File: src/hw/rvq_defs.svh
// Purpose: Offsets, fields, resets and timing of the ring qualifier.
// Assumes: 8-bit registers on a plain strobe port, 100 MHz clock.
// Notes:   Definitions only; include by bare name.
`ifndef RVQ_DEFS_SVH
`define RVQ_DEFS_SVH

// Register offsets
`define RVQ_ADDR_CTRL1     8'h16
`define RVQ_ADDR_CTRL2     8'h17
`define RVQ_ADDR_CTRL3     8'h18
`define RVQ_ADDR_INT_STAT  8'h20
`define RVQ_ADDR_INT_EN    8'h21
`define RVQ_ADDR_INT_CLR   8'h22
`define RVQ_ADDR_STATE     8'h23

// Reset values
`define RVQ_CTRL1_RST      8'h00
`define RVQ_CTRL2_RST      8'h08
`define RVQ_CTRL3_RST      8'h19
`define RVQ_INT_EN_RST     4'h0

// Field positions
`define RVQ_C1_DLY_LOW     7:6
`define RVQ_C1_MAX_CNT     5:0
`define RVQ_C2_DLY_MSB     7
`define RVQ_C2_TIMEOUT     6:3
`define RVQ_C2_CONFIRM     2:0
`define RVQ_C3_ENABLE      7
`define RVQ_C3_ASSERT      5:0
`define RVQ_C3_WR_MASK     8'hBF

// Event bits of the interrupt status register
`define RVQ_EV_VALID       0
`define RVQ_EV_ENDED       1
`define RVQ_EV_TOO_HIGH    2
`define RVQ_EV_TOO_LOW     3

// Timing
`define RVQ_CLK_PERIOD_NS  10
`define RVQ_TICK_NS        2000000
`define RVQ_TICK_MS        2
`define RVQ_DELAY_STEP_MS  256
`define RVQ_TMO_STEP_MS    128
`define RVQ_CONF0_MS       100
`define RVQ_CONF1_MS       150
`define RVQ_CONF2_MS       200
`define RVQ_CONF3_MS       256
`define RVQ_CONF4_MS       384
`define RVQ_CONF5_MS       512
`define RVQ_CONF6_MS       640
`define RVQ_CONF7_MS       1024

`endif

File: src/hw/rvq_pkg.sv
// Purpose: Types shared by the ring qualifier modules.
// Assumes: Constants live in rvq_defs.svh.
// Notes:   State machine codes are one-hot.
`default_nettype none
package rvq_pkg;

   typedef struct packed {
      logic       wr;
      logic       rd;
      logic [7:0] addr;
      logic [7:0] wdata;
   } rvq_bus_req_t;

   typedef enum logic [3:0] {
      RVQ_IDLE  = 4'b0001,
      RVQ_QUAL  = 4'b0010,
      RVQ_DELAY = 4'b0100,
      RVQ_VALID = 4'b1000
   } rvq_state_t;

   typedef struct packed {
      logic [7:0] ctrl1;
      logic [7:0] ctrl2;
      logic [7:0] ctrl3;
      logic [3:0] int_stat;
      logic [3:0] int_en;
      logic       irq;
      logic [7:0] rdata;
      logic [2:0] sync;
      rvq_state_t fsm;
      logic       ring_valid;
   } rvq_main_st_t;

   typedef struct packed {
      logic [17:0] count;
      logic        pulse;
   } rvq_tick_st_t;

   typedef struct packed {
      logic [10:0] count;
   } rvq_cnt_st_t;

endpackage
`default_nettype wire

File: src/hw/rvq_tick_gen.sv
// Purpose: Free-running timebase giving one pulse per tick period.
// Assumes: TICK_CYCLES fits in 18 bits and is at least 1.
// Notes:   Pulse is one clock wide.
`default_nettype none
module rvq_tick_gen
#(
   parameter int unsigned TICK_CYCLES = 200000
)
(
   // Clock and reset
   input  wire logic clk_sys_i,
   input  wire logic sys_rst_i,
   // Tick
   output logic      tick_o
);
   import rvq_pkg::*;

   rvq_tick_st_t st_q;
   rvq_tick_st_t st_d;

   always_comb
   begin
      st_d       = st_q;
      st_d.pulse = 1'b0;
      if (st_q.count == 18'(TICK_CYCLES - 1))
      begin
         st_d.count = 18'h00000;
         st_d.pulse = 1'b1;
      end
      else
      begin
         st_d.count = st_q.count + 18'h00001;
      end
   end

   always_ff @(posedge clk_sys_i)
   begin
      if (sys_rst_i)
         st_q <= '0;
      else
         st_q <= st_d;
   end

   assign tick_o = st_q.pulse;
endmodule
`default_nettype wire

File: src/hw/rvq_tick_cnt.sv
// Purpose: Down counter in timebase ticks, loadable, stops at zero.
// Assumes: Load wins over a tick in the same cycle.
// Notes:   zero_o follows the stored count.
`default_nettype none
module rvq_tick_cnt
(
   // Clock and reset
   input  wire logic        clk_sys_i,
   input  wire logic        sys_rst_i,
   // Control
   input  wire logic        tick_i,
   input  wire logic        load_i,
   input  wire logic [10:0] load_val_i,
   // State
   output logic      [10:0] count_o,
   output logic             zero_o
);
   import rvq_pkg::*;

   rvq_cnt_st_t st_q;
   rvq_cnt_st_t st_d;

   always_comb
   begin
      st_d = st_q;
      if (load_i)
         st_d.count = load_val_i;
      else if (tick_i && (st_q.count != 11'h000))
         st_d.count = st_q.count - 11'h001;
   end

   always_ff @(posedge clk_sys_i)
   begin
      if (sys_rst_i)
         st_q <= '0;
      else
         st_q <= st_d;
   end

   assign count_o = st_q.count;
   assign zero_o  = (st_q.count == 11'h000);
endmodule
`default_nettype wire

File: src/hw/rvq_qualifier.sv
// Purpose: Ring-signal qualifier: checks event spacing, confirms,
//          delays and ends a ring, with its control registers.
// Assumes: tip_ring_event_i is asynchronous, high once per crossing.
// Notes:   All times run on one shared 2 ms timebase.
//          The timebase free-runs, so a time may end a tick early.
//          Software keeps the timeout code above zero.
//
// Notes on behaviour
// - Each event reloads timer with assertion time
// - Remaining time above max count: too high
// - Timer ticks every 2.0 ms nominal
// - Event after timer expiry: too low, invalidate
// - Valid only after in-band for confirm time
// - Confirm codes 0-6 give 100 to 640 ms
// - Valid indication held off by delay code
// - Delay code split over two registers
// - Enable bit gates whole qualifier, all modes
//
// Design decision made here: the strobed register port.
`include "rvq_defs.svh"
`default_nettype none
module rvq_qualifier
#(
   parameter int unsigned TICK_CYCLES =
      `RVQ_TICK_NS / `RVQ_CLK_PERIOD_NS
)
(
   // Clock and reset
   input  wire logic                  clk_sys_i,
   input  wire logic                  sys_rst_i,
   // Register port
   input  wire rvq_pkg::rvq_bus_req_t bus_i,
   output logic                [7:0]  rd_data_o,
   // Ring detector
   input  wire logic                  tip_ring_event_i,
   // Results
   output logic                       ring_valid_o,
   output logic                       irq_o
);
   import rvq_pkg::*;

   rvq_main_st_t st_q;
   rvq_main_st_t st_d;

   // Timebase and counters
   logic        tick;
   logic        qual_load;
   logic [10:0] qual_val;
   logic [10:0] qual_count;
   logic        qual_zero;
   logic        phase_load;
   logic [10:0] phase_val;
   logic        phase_zero;
   logic        tmo_load;
   logic [10:0] tmo_val;
   logic        tmo_zero;

   // Decoded fields
   logic [5:0]  max_count;
   logic [5:0]  assert_time;
   logic [2:0]  delay_code;
   logic [3:0]  timeout_code;
   logic [2:0]  confirm_code;
   logic        enable;
   logic        ring_event;
   logic        too_high;
   logic        too_low;
   logic        in_band;
   logic [3:0]  events;

   // Times held in ticks; 11 bits cover the longest delay
   function automatic logic [10:0] ms_to_ticks(input int unsigned ms);
      ms_to_ticks = 11'(ms / `RVQ_TICK_MS);
   endfunction

   function automatic logic [10:0] confirm_ticks(input logic [2:0] code);
      case (code)
         3'h0:    confirm_ticks = ms_to_ticks(`RVQ_CONF0_MS);
         3'h1:    confirm_ticks = ms_to_ticks(`RVQ_CONF1_MS);
         3'h2:    confirm_ticks = ms_to_ticks(`RVQ_CONF2_MS);
         3'h3:    confirm_ticks = ms_to_ticks(`RVQ_CONF3_MS);
         3'h4:    confirm_ticks = ms_to_ticks(`RVQ_CONF4_MS);
         3'h5:    confirm_ticks = ms_to_ticks(`RVQ_CONF5_MS);
         3'h6:    confirm_ticks = ms_to_ticks(`RVQ_CONF6_MS);
         default: confirm_ticks = ms_to_ticks(`RVQ_CONF7_MS);
      endcase
   endfunction

   function automatic logic [10:0] delay_ticks(input logic [2:0] code);
      delay_ticks = ms_to_ticks(32'(code) * `RVQ_DELAY_STEP_MS);
   endfunction

   function automatic logic [10:0] timeout_ticks(input logic [3:0] code);
      timeout_ticks = ms_to_ticks(32'(code) * `RVQ_TMO_STEP_MS);
   endfunction

   // Unmapped offsets and read-only registers drop a write
   function automatic rvq_main_st_t reg_write(input rvq_main_st_t st,
                                              input logic [7:0]   addr,
                                              input logic [7:0]   wdata);
      reg_write = st;
      case (addr)
         `RVQ_ADDR_CTRL1:
            reg_write.ctrl1 = wdata;
         `RVQ_ADDR_CTRL2:
            reg_write.ctrl2 = wdata;
         // Reserved bit is kept at zero
         `RVQ_ADDR_CTRL3:
            reg_write.ctrl3 = wdata & `RVQ_C3_WR_MASK;
         `RVQ_ADDR_INT_EN:
            reg_write.int_en = wdata[3:0];
         // Every bit written as one clears its status bit
         `RVQ_ADDR_INT_CLR:
            reg_write.int_stat = st.int_stat & ~wdata[3:0];
         default:
            reg_write.int_en = st.int_en;
      endcase
   endfunction

   // Unmapped offsets read as zero
   function automatic logic [7:0] reg_read(input rvq_main_st_t st,
                                           input logic [7:0]   addr);
      case (addr)
         `RVQ_ADDR_CTRL1:
            reg_read = st.ctrl1;
         `RVQ_ADDR_CTRL2:
            reg_read = st.ctrl2;
         `RVQ_ADDR_CTRL3:
            reg_read = st.ctrl3;
         `RVQ_ADDR_INT_STAT:
            reg_read = {4'h0, st.int_stat};
         `RVQ_ADDR_INT_EN:
            reg_read = {4'h0, st.int_en};
         `RVQ_ADDR_STATE:
            reg_read = {4'h0, st.fsm};
         default:
            reg_read = 8'h00;
      endcase
   endfunction

   // Shared timebase; a counter load lands anywhere in a tick,
   // which trades one tick of accuracy for a single divider
   rvq_tick_gen
   #(
      .TICK_CYCLES (TICK_CYCLES)
   )
   u_tick
   (
      .clk_sys_i (clk_sys_i),
      .sys_rst_i (sys_rst_i),
      .tick_o    (tick)
   );

   // Spacing timer between crossings
   rvq_tick_cnt u_qual_cnt
   (
      .clk_sys_i  (clk_sys_i),
      .sys_rst_i  (sys_rst_i),
      .tick_i     (tick),
      .load_i     (qual_load),
      .load_val_i (qual_val),
      .count_o    (qual_count),
      .zero_o     (qual_zero)
   );

   // Confirmation time, then validation delay
   rvq_tick_cnt u_phase_cnt
   (
      .clk_sys_i  (clk_sys_i),
      .sys_rst_i  (sys_rst_i),
      .tick_i     (tick),
      .load_i     (phase_load),
      .load_val_i (phase_val),
      .count_o    (),
      .zero_o     (phase_zero)
   );

   // Ring end timeout
   rvq_tick_cnt u_tmo_cnt
   (
      .clk_sys_i  (clk_sys_i),
      .sys_rst_i  (sys_rst_i),
      .tick_i     (tick),
      .load_i     (tmo_load),
      .load_val_i (tmo_val),
      .count_o    (),
      .zero_o     (tmo_zero)
   );

   always_comb
   begin
      max_count    = st_q.ctrl1[`RVQ_C1_MAX_CNT];
      assert_time  = st_q.ctrl3[`RVQ_C3_ASSERT];
      delay_code   = {st_q.ctrl2[`RVQ_C2_DLY_MSB],
                      st_q.ctrl1[`RVQ_C1_DLY_LOW]};
      timeout_code = st_q.ctrl2[`RVQ_C2_TIMEOUT];
      confirm_code = st_q.ctrl2[`RVQ_C2_CONFIRM];
      enable       = st_q.ctrl3[`RVQ_C3_ENABLE];
      // Edge taken behind the second synchroniser stage
      ring_event   = st_q.sync[1] & ~st_q.sync[2];
   end

   always_comb
   begin
      // Judged only on an event after the first one of a ring
      too_high = ring_event && (st_q.fsm != RVQ_IDLE) &&
                 (qual_count > {5'h00, max_count});
      // Timer run out: crossings come too slowly
      too_low  = ring_event && (st_q.fsm != RVQ_IDLE) &&
                 qual_zero;
      in_band  = !too_high && !too_low;
   end

   always_comb
   begin
      st_d       = st_q;
      events     = 4'h0;
      qual_load  = 1'b0;
      qual_val   = {5'h00, assert_time};
      phase_load = 1'b0;
      phase_val  = confirm_ticks(confirm_code);
      tmo_load   = 1'b0;
      tmo_val    = timeout_ticks(timeout_code);

      // Two flip-flops settle the detector level first
      st_d.sync = {st_q.sync[1:0], tip_ring_event_i};

      // Every crossing while enabled restarts spacing timer and end timeout
      if (ring_event && enable)
      begin
         qual_load = 1'b1;
         tmo_load  = 1'b1;
      end

      // Disable first, then timeout, then spacing, then the phase
      case (st_q.fsm)
         RVQ_IDLE:
         begin
            if (ring_event && enable)
            begin
               phase_load = 1'b1;
               st_d.fsm   = RVQ_QUAL;
            end
            else
            begin
               // Waits for a first crossing; ignores all while off
               st_d.fsm = RVQ_IDLE;
            end
         end
         RVQ_QUAL, RVQ_DELAY, RVQ_VALID:
         begin
            if (!enable)
            begin
               st_d.fsm = RVQ_IDLE;
            end
            else if (tmo_zero && !ring_event)
            begin
               // No crossing within the timeout: ring is over
               st_d.fsm          = RVQ_IDLE;
               events[`RVQ_EV_ENDED] = (st_q.fsm == RVQ_VALID);
            end
            else if (!in_band)
            begin
               // Out of band: this crossing starts a new confirmation
               phase_load = 1'b1;
               phase_val  = confirm_ticks(confirm_code);
               st_d.fsm   = RVQ_QUAL;
               events[`RVQ_EV_TOO_HIGH] = too_high;
               events[`RVQ_EV_TOO_LOW]  = too_low;
            end
            else if ((st_q.fsm == RVQ_QUAL) && phase_zero)
            begin
               if (delay_code == 3'h0)
               begin
                  st_d.fsm = RVQ_VALID;
                  events[`RVQ_EV_VALID] = 1'b1;
               end
               else
               begin
                  phase_load = 1'b1;
                  // Delay counts from the end of confirmation
                  phase_val  = delay_ticks(delay_code);
                  st_d.fsm   = RVQ_DELAY;
               end
            end
            else if ((st_q.fsm == RVQ_DELAY) && phase_zero)
            begin
               st_d.fsm = RVQ_VALID;
               events[`RVQ_EV_VALID] = 1'b1;
            end
         end
         default:
         begin
            st_d.fsm = RVQ_IDLE;
         end
      endcase

      st_d.ring_valid = (st_d.fsm == RVQ_VALID);

      // Register writes
      if (bus_i.wr)
      begin
         st_d = reg_write(st_d, bus_i.addr, bus_i.wdata);
      end

      // Setting wins over a clear in the same cycle
      st_d.int_stat = st_d.int_stat | events;
      st_d.irq      = |(st_d.int_stat & st_d.int_en);

      // Read data stand in the following cycle only
      st_d.rdata = 8'h00;
      if (bus_i.rd)
      begin
         st_d.rdata = reg_read(st_q, bus_i.addr);
      end
   end

   always_ff @(posedge clk_sys_i)
   begin
      if (sys_rst_i)
      begin
         st_q            <= '0;
         // Control fields return to their power-up settings
         st_q.ctrl1      <= `RVQ_CTRL1_RST;
         st_q.ctrl2      <= `RVQ_CTRL2_RST;
         st_q.ctrl3      <= `RVQ_CTRL3_RST;
         st_q.int_en     <= `RVQ_INT_EN_RST;
         st_q.fsm        <= RVQ_IDLE;
      end
      else
      begin
         st_q <= st_d;
      end
   end

   // Outputs come straight from the state register
   assign rd_data_o    = st_q.rdata;
   assign ring_valid_o = st_q.ring_valid;
   assign irq_o        = st_q.irq;
endmodule
`default_nettype wire

File: config.mk
export PLATFORM = sky130hd
export DESIGN_NAME = rvq_qualifier
export DESIGN_NICKNAME = d
export VERILOG_FILES = /design/src/hw/rvq_pkg.sv /design/src/hw/rvq_tick_gen.sv /design/src/hw/rvq_tick_cnt.sv /design/src/hw/rvq_qualifier.sv
export VERILOG_INCLUDE_DIRS = /design/src /design/src/hw
export SDC_FILE = /design/constraint.sdc
export NUM_CORES = 1
export LEC_CHECK = 0
export ABC_AREA = 1
export ABC_CLOCK_PERIOD_IN_PS = 5940
export BUFFER_PORTS_ARGS = -buffer_cell sky130_fd_sc_hd__buf_2
export CORE_ASPECT_RATIO = 2
export CORE_MARGIN = 1.5
export CORE_UTILIZATION = 41
export DETAILED_ROUTE_END_ITERATION = 8
export GPL_TIMING_DRIVEN = 0
export MAX_ROUTING_LAYER = met4
export SKIP_CTS_REPAIR_TIMING = 1
export SYNTH_ARGS = -nofsm -noshare
export SYNTH_HDL_FRONTEND = slang
export SYNTH_HIERARCHICAL = 1
export SYNTH_SLANG_ARGS = --single-unit
File: constraint.sdc
create_clock -name clk_sys_i -period 5.94 [get_ports clk_sys_i]
set_input_delay 1.188 -clock clk_sys_i [delete_from_list [all_inputs] [get_ports clk_sys_i]]
set_output_delay 1.188 -clock clk_sys_i [all_outputs]
set_load 0.1 [all_outputs]
==> metrics <==
Final Util=47.30%; crit-path cells=inv_1 > ha_1 > nand3_2 > nor2_2 > nand2_1 > nor2_1 > inv_1 > nor2_1 > nand2_1 > clkinv_1 > o21ai_0 > nand2_1 > buf_2 > inv_2 > buf_2 > o21ai_0 > nor3_2; Worst path max stage delay=0.32 ns; FMAX=0.3525 GHz; Root Buffer=clkbuf_16; final non-filler cell total=1117; CTS sink count=100; Vias=5432; mean post-synth cell area=6.747 sq um; total negative setup slack=0 ns; Boundary Pins=31; Worst Tran Pin Value=0.6726 ns; VDD IR max=0.0001824 V; CTS clock-pin slew for the worst setup and hold paths=0.07 ns; Initial Util=42.08%; initial antenna violation count=0; worst relative slew slack=55.16%; Die ar.=15100 sq um; combinational family with the most area after synthesis=simple AND/OR/NAND/NOR gates; post-route ant nets=0; top_reg_cell synth=dfxtp_1; Reg2Reg Depth=17; Synth Area in XOR/XNOR=3.726%; Hold Path Stages=2; power per cell area=200.1 nW/um^2; core area=13970 sq um; critical path required time=6.17 ns; First-pass DRT Iterations=5; Clock Skews=0.009723 ns; asr flop ratio synth=0%; Site Rows=61; Synth Area in Compound Gates=12.37%; post-synthesis simple-gate area fraction=37.04%; Leak=2.903 nW; maximum capacitance violations=0; nets=954; total congestion overflow=0; yosys warns=6; commonest non-fill, non-tap cell in the layout=nand2_1; H-Tree Depth=3; post-synthesis mux area share=0.5110%; dpl hpwl=12.10 mm; Synth Area in Adders=2.129%; minimum clock period=2.837 ns; Post-Syn Area=5877 sq um; largest net degree at the start of global routing=27; final WL=15.25 mm; cell count along the critical path=17; gr usage total=22.16%; Die X=87.66 um; Longest Clk Path Bufs=2; vias per cell=4.863; fin. max-slew vios=0; Layout Area Growth over Synthesis=12.41%; critical path arrival=3.07 ns; Crit path max-delay family=simple AND/OR/NAND/NOR gates; wire per inst=13.65 um; Post-DP Area=6304 sq um; dpl cells=1101; cells after synthesis=871; status=finished, final reports clean; startpoint types=flop; input/output buffers=29; Final period util=47.76%; CP endpoint kind=flop; TritonCTS Buffers=9; Crit Path Max Fanout=10; most frequent cells in the layout=190 x nand2_1, 115 x nor2_1, 100 x dfxtp_1; Layout Cell Area excl Fill=6606 sq um; sequential element share of the synthesized area=34.06%; pre-CTS setup slack=2.933 ns; CTS tree=yes; CP Class=flop to flop; worst path bufs/invs=6; Final Hold Fails=0; final worst slack=3.103 ns; vias in the first global route=5220; layout cells sized above 1=17.35%; gp weighted congestion=0.9226; Distinct cells, synth=41; RSZ-0062 raised after global routing=false; Die Height=172.3 um; DRC Markers=0; 1st-iter DRT viols=271; Ant. Diodes=0; Clock Latency Late Sink=0.34 ns; slowest CP cell=dfxtp_1; first-pass GRT wire length=24.94 mm; endpoints failing setup=0; min-delay worst type=flop to flop; Most Frequent Cell on Critical Path=nand2_1; EDFF count, synth=0; Synth Register Bits=100
## worst reg2reg max path, stage by stage (launching register included)
cell and delay, ns:
dfxtp_1 0.32, inv_1 0.11, ha_1 0.25, nand3_2 0.13, nor2_2 0.15, nand2_1 0.07
nor2_1 0.18, inv_1 0.06, nor2_1 0.17, nand2_1 0.14, clkinv_1 0.11, o21ai_0 0.09
nand2_1 0.06, buf_2 0.24, inv_2 0.14, buf_2 0.21, o21ai_0 0.23, nor3_2 0.07
## through the flow
stage	total power [W]	hold WS, ns
finish	0.001322	0.4042
global route	0.001372	0.4178
CTS	0.001339	0.4106
detailed placement	0.0007421	0.4000
global placement	0.0007420	0.4041
floorplan	0.0007187	0.3883
## area by class of cell
class | count | area [sq um]
Timing Repair Buffer | 29 | 145.1
Multi-Input combinational cell | 643 | 3327
Clock buffer | 9 | 225.2
Sequential cell | 100 | 2002
Fill cell | 1462 | 7361
Buffer | 23 | 153.9
Inverter | 117 | 439.2
Tap cell | 189 | 236.5
Clock inverter | 7 | 77.57
## worst paths after layout
| check | startpoint | endpoint | slack (ns) |
|---|---|---|---|
| min reg2reg | st_q[5]$_SDFF_PP0_ | st_q[6]$_SDFF_PP0_ | 0.40 |
| max reg2reg | u_phase_cnt/count_o[0]$_SDFFE_PP0P_ | u_phase_cnt/count_o[6]$_SDFFE_PP0P_ | 3.10 |
| max | u_phase_cnt/count_o[0]$_SDFFE_PP0P_ | u_phase_cnt/count_o[6]$_SDFFE_PP0P_ | 3.10 |
| min | st_q[5]$_SDFF_PP0_ | st_q[6]$_SDFF_PP0_ | 0.40 |
## Yosys cell counts, types with 5 or more instances
| cell type | count | area [sq um] |
|---|---|---|
| nor3_2 | 5 | 50.05 |
| nor2_1 | 115 | 431.7 |
| nand4_1 | 11 | 68.82 |
| xnor2_1 | 9 | 78.83 |
| o21ai_0 | 44 | 220.2 |
| nor3_1 | 7 | 35.03 |
| ha_1 | 10 | 125.1 |
| nand3_2 | 10 | 100.1 |
| nand3_1 | 72 | 360.4 |
| buf_4 | 8 | 60.06 |
| nand2_2 | 10 | 62.56 |
| dfxtp_1 | 100 | 2002 |
| nor2_4 | 9 | 101.4 |
| a21oi_1 | 60 | 300.3 |
| xor2_1 | 16 | 140.1 |
| nand2_4 | 7 | 78.83 |
| inv_2 | 25 | 93.84 |
| buf_2 | 6 | 30.03 |
| nand2_1 | 190 | 713.2 |
| nor2_2 | 17 | 106.4 |
| o21ai_1 | 8 | 40.04 |
| inv_1 | 89 | 334.1 |
## where the power goes
part / switching, W / internal (W)
clock network: 0.000267 / 0.000328
logic: 0.0000368 / 0.0000146
registers: 0.00000227 / 0.000673
total: 0.000306 / 0.00102
## kinds of logic (layout without fill, tap and decap cells)
group	Yosys count	count (layout)
xor+xnor	25	25
buf+inv	140	185
simple gates	461	461
other cells	1	13
compound gates	131	131
fa+ha+maj	10	10
flops	100	100
mux	3	3
## state kept, by name, summed over array words and instances (netlist names)
name and flops:
max_count 6, u_phase_cnt/count_o 11, st_q 19, ring_valid_o 1
u_tick/st_q 18, assert_time 6, rd_data_o 8, confirm_code 3
u_tick/tick_o 1, enable 1, u_qual_cnt/count_o 11, irq_o 1
u_tmo_cnt/count_o 11, delay_code 3
## routing by layer
layer	vias to the layer above	global-route usage [%]	wire [um]
li1	2868	-	-
met1	2424	21.79	5880
met2	98	40.87	8182
met3	42	3.198	443
met4	0	11.80	739
met5	-	-	0
(Power assumes the default switching activity.)
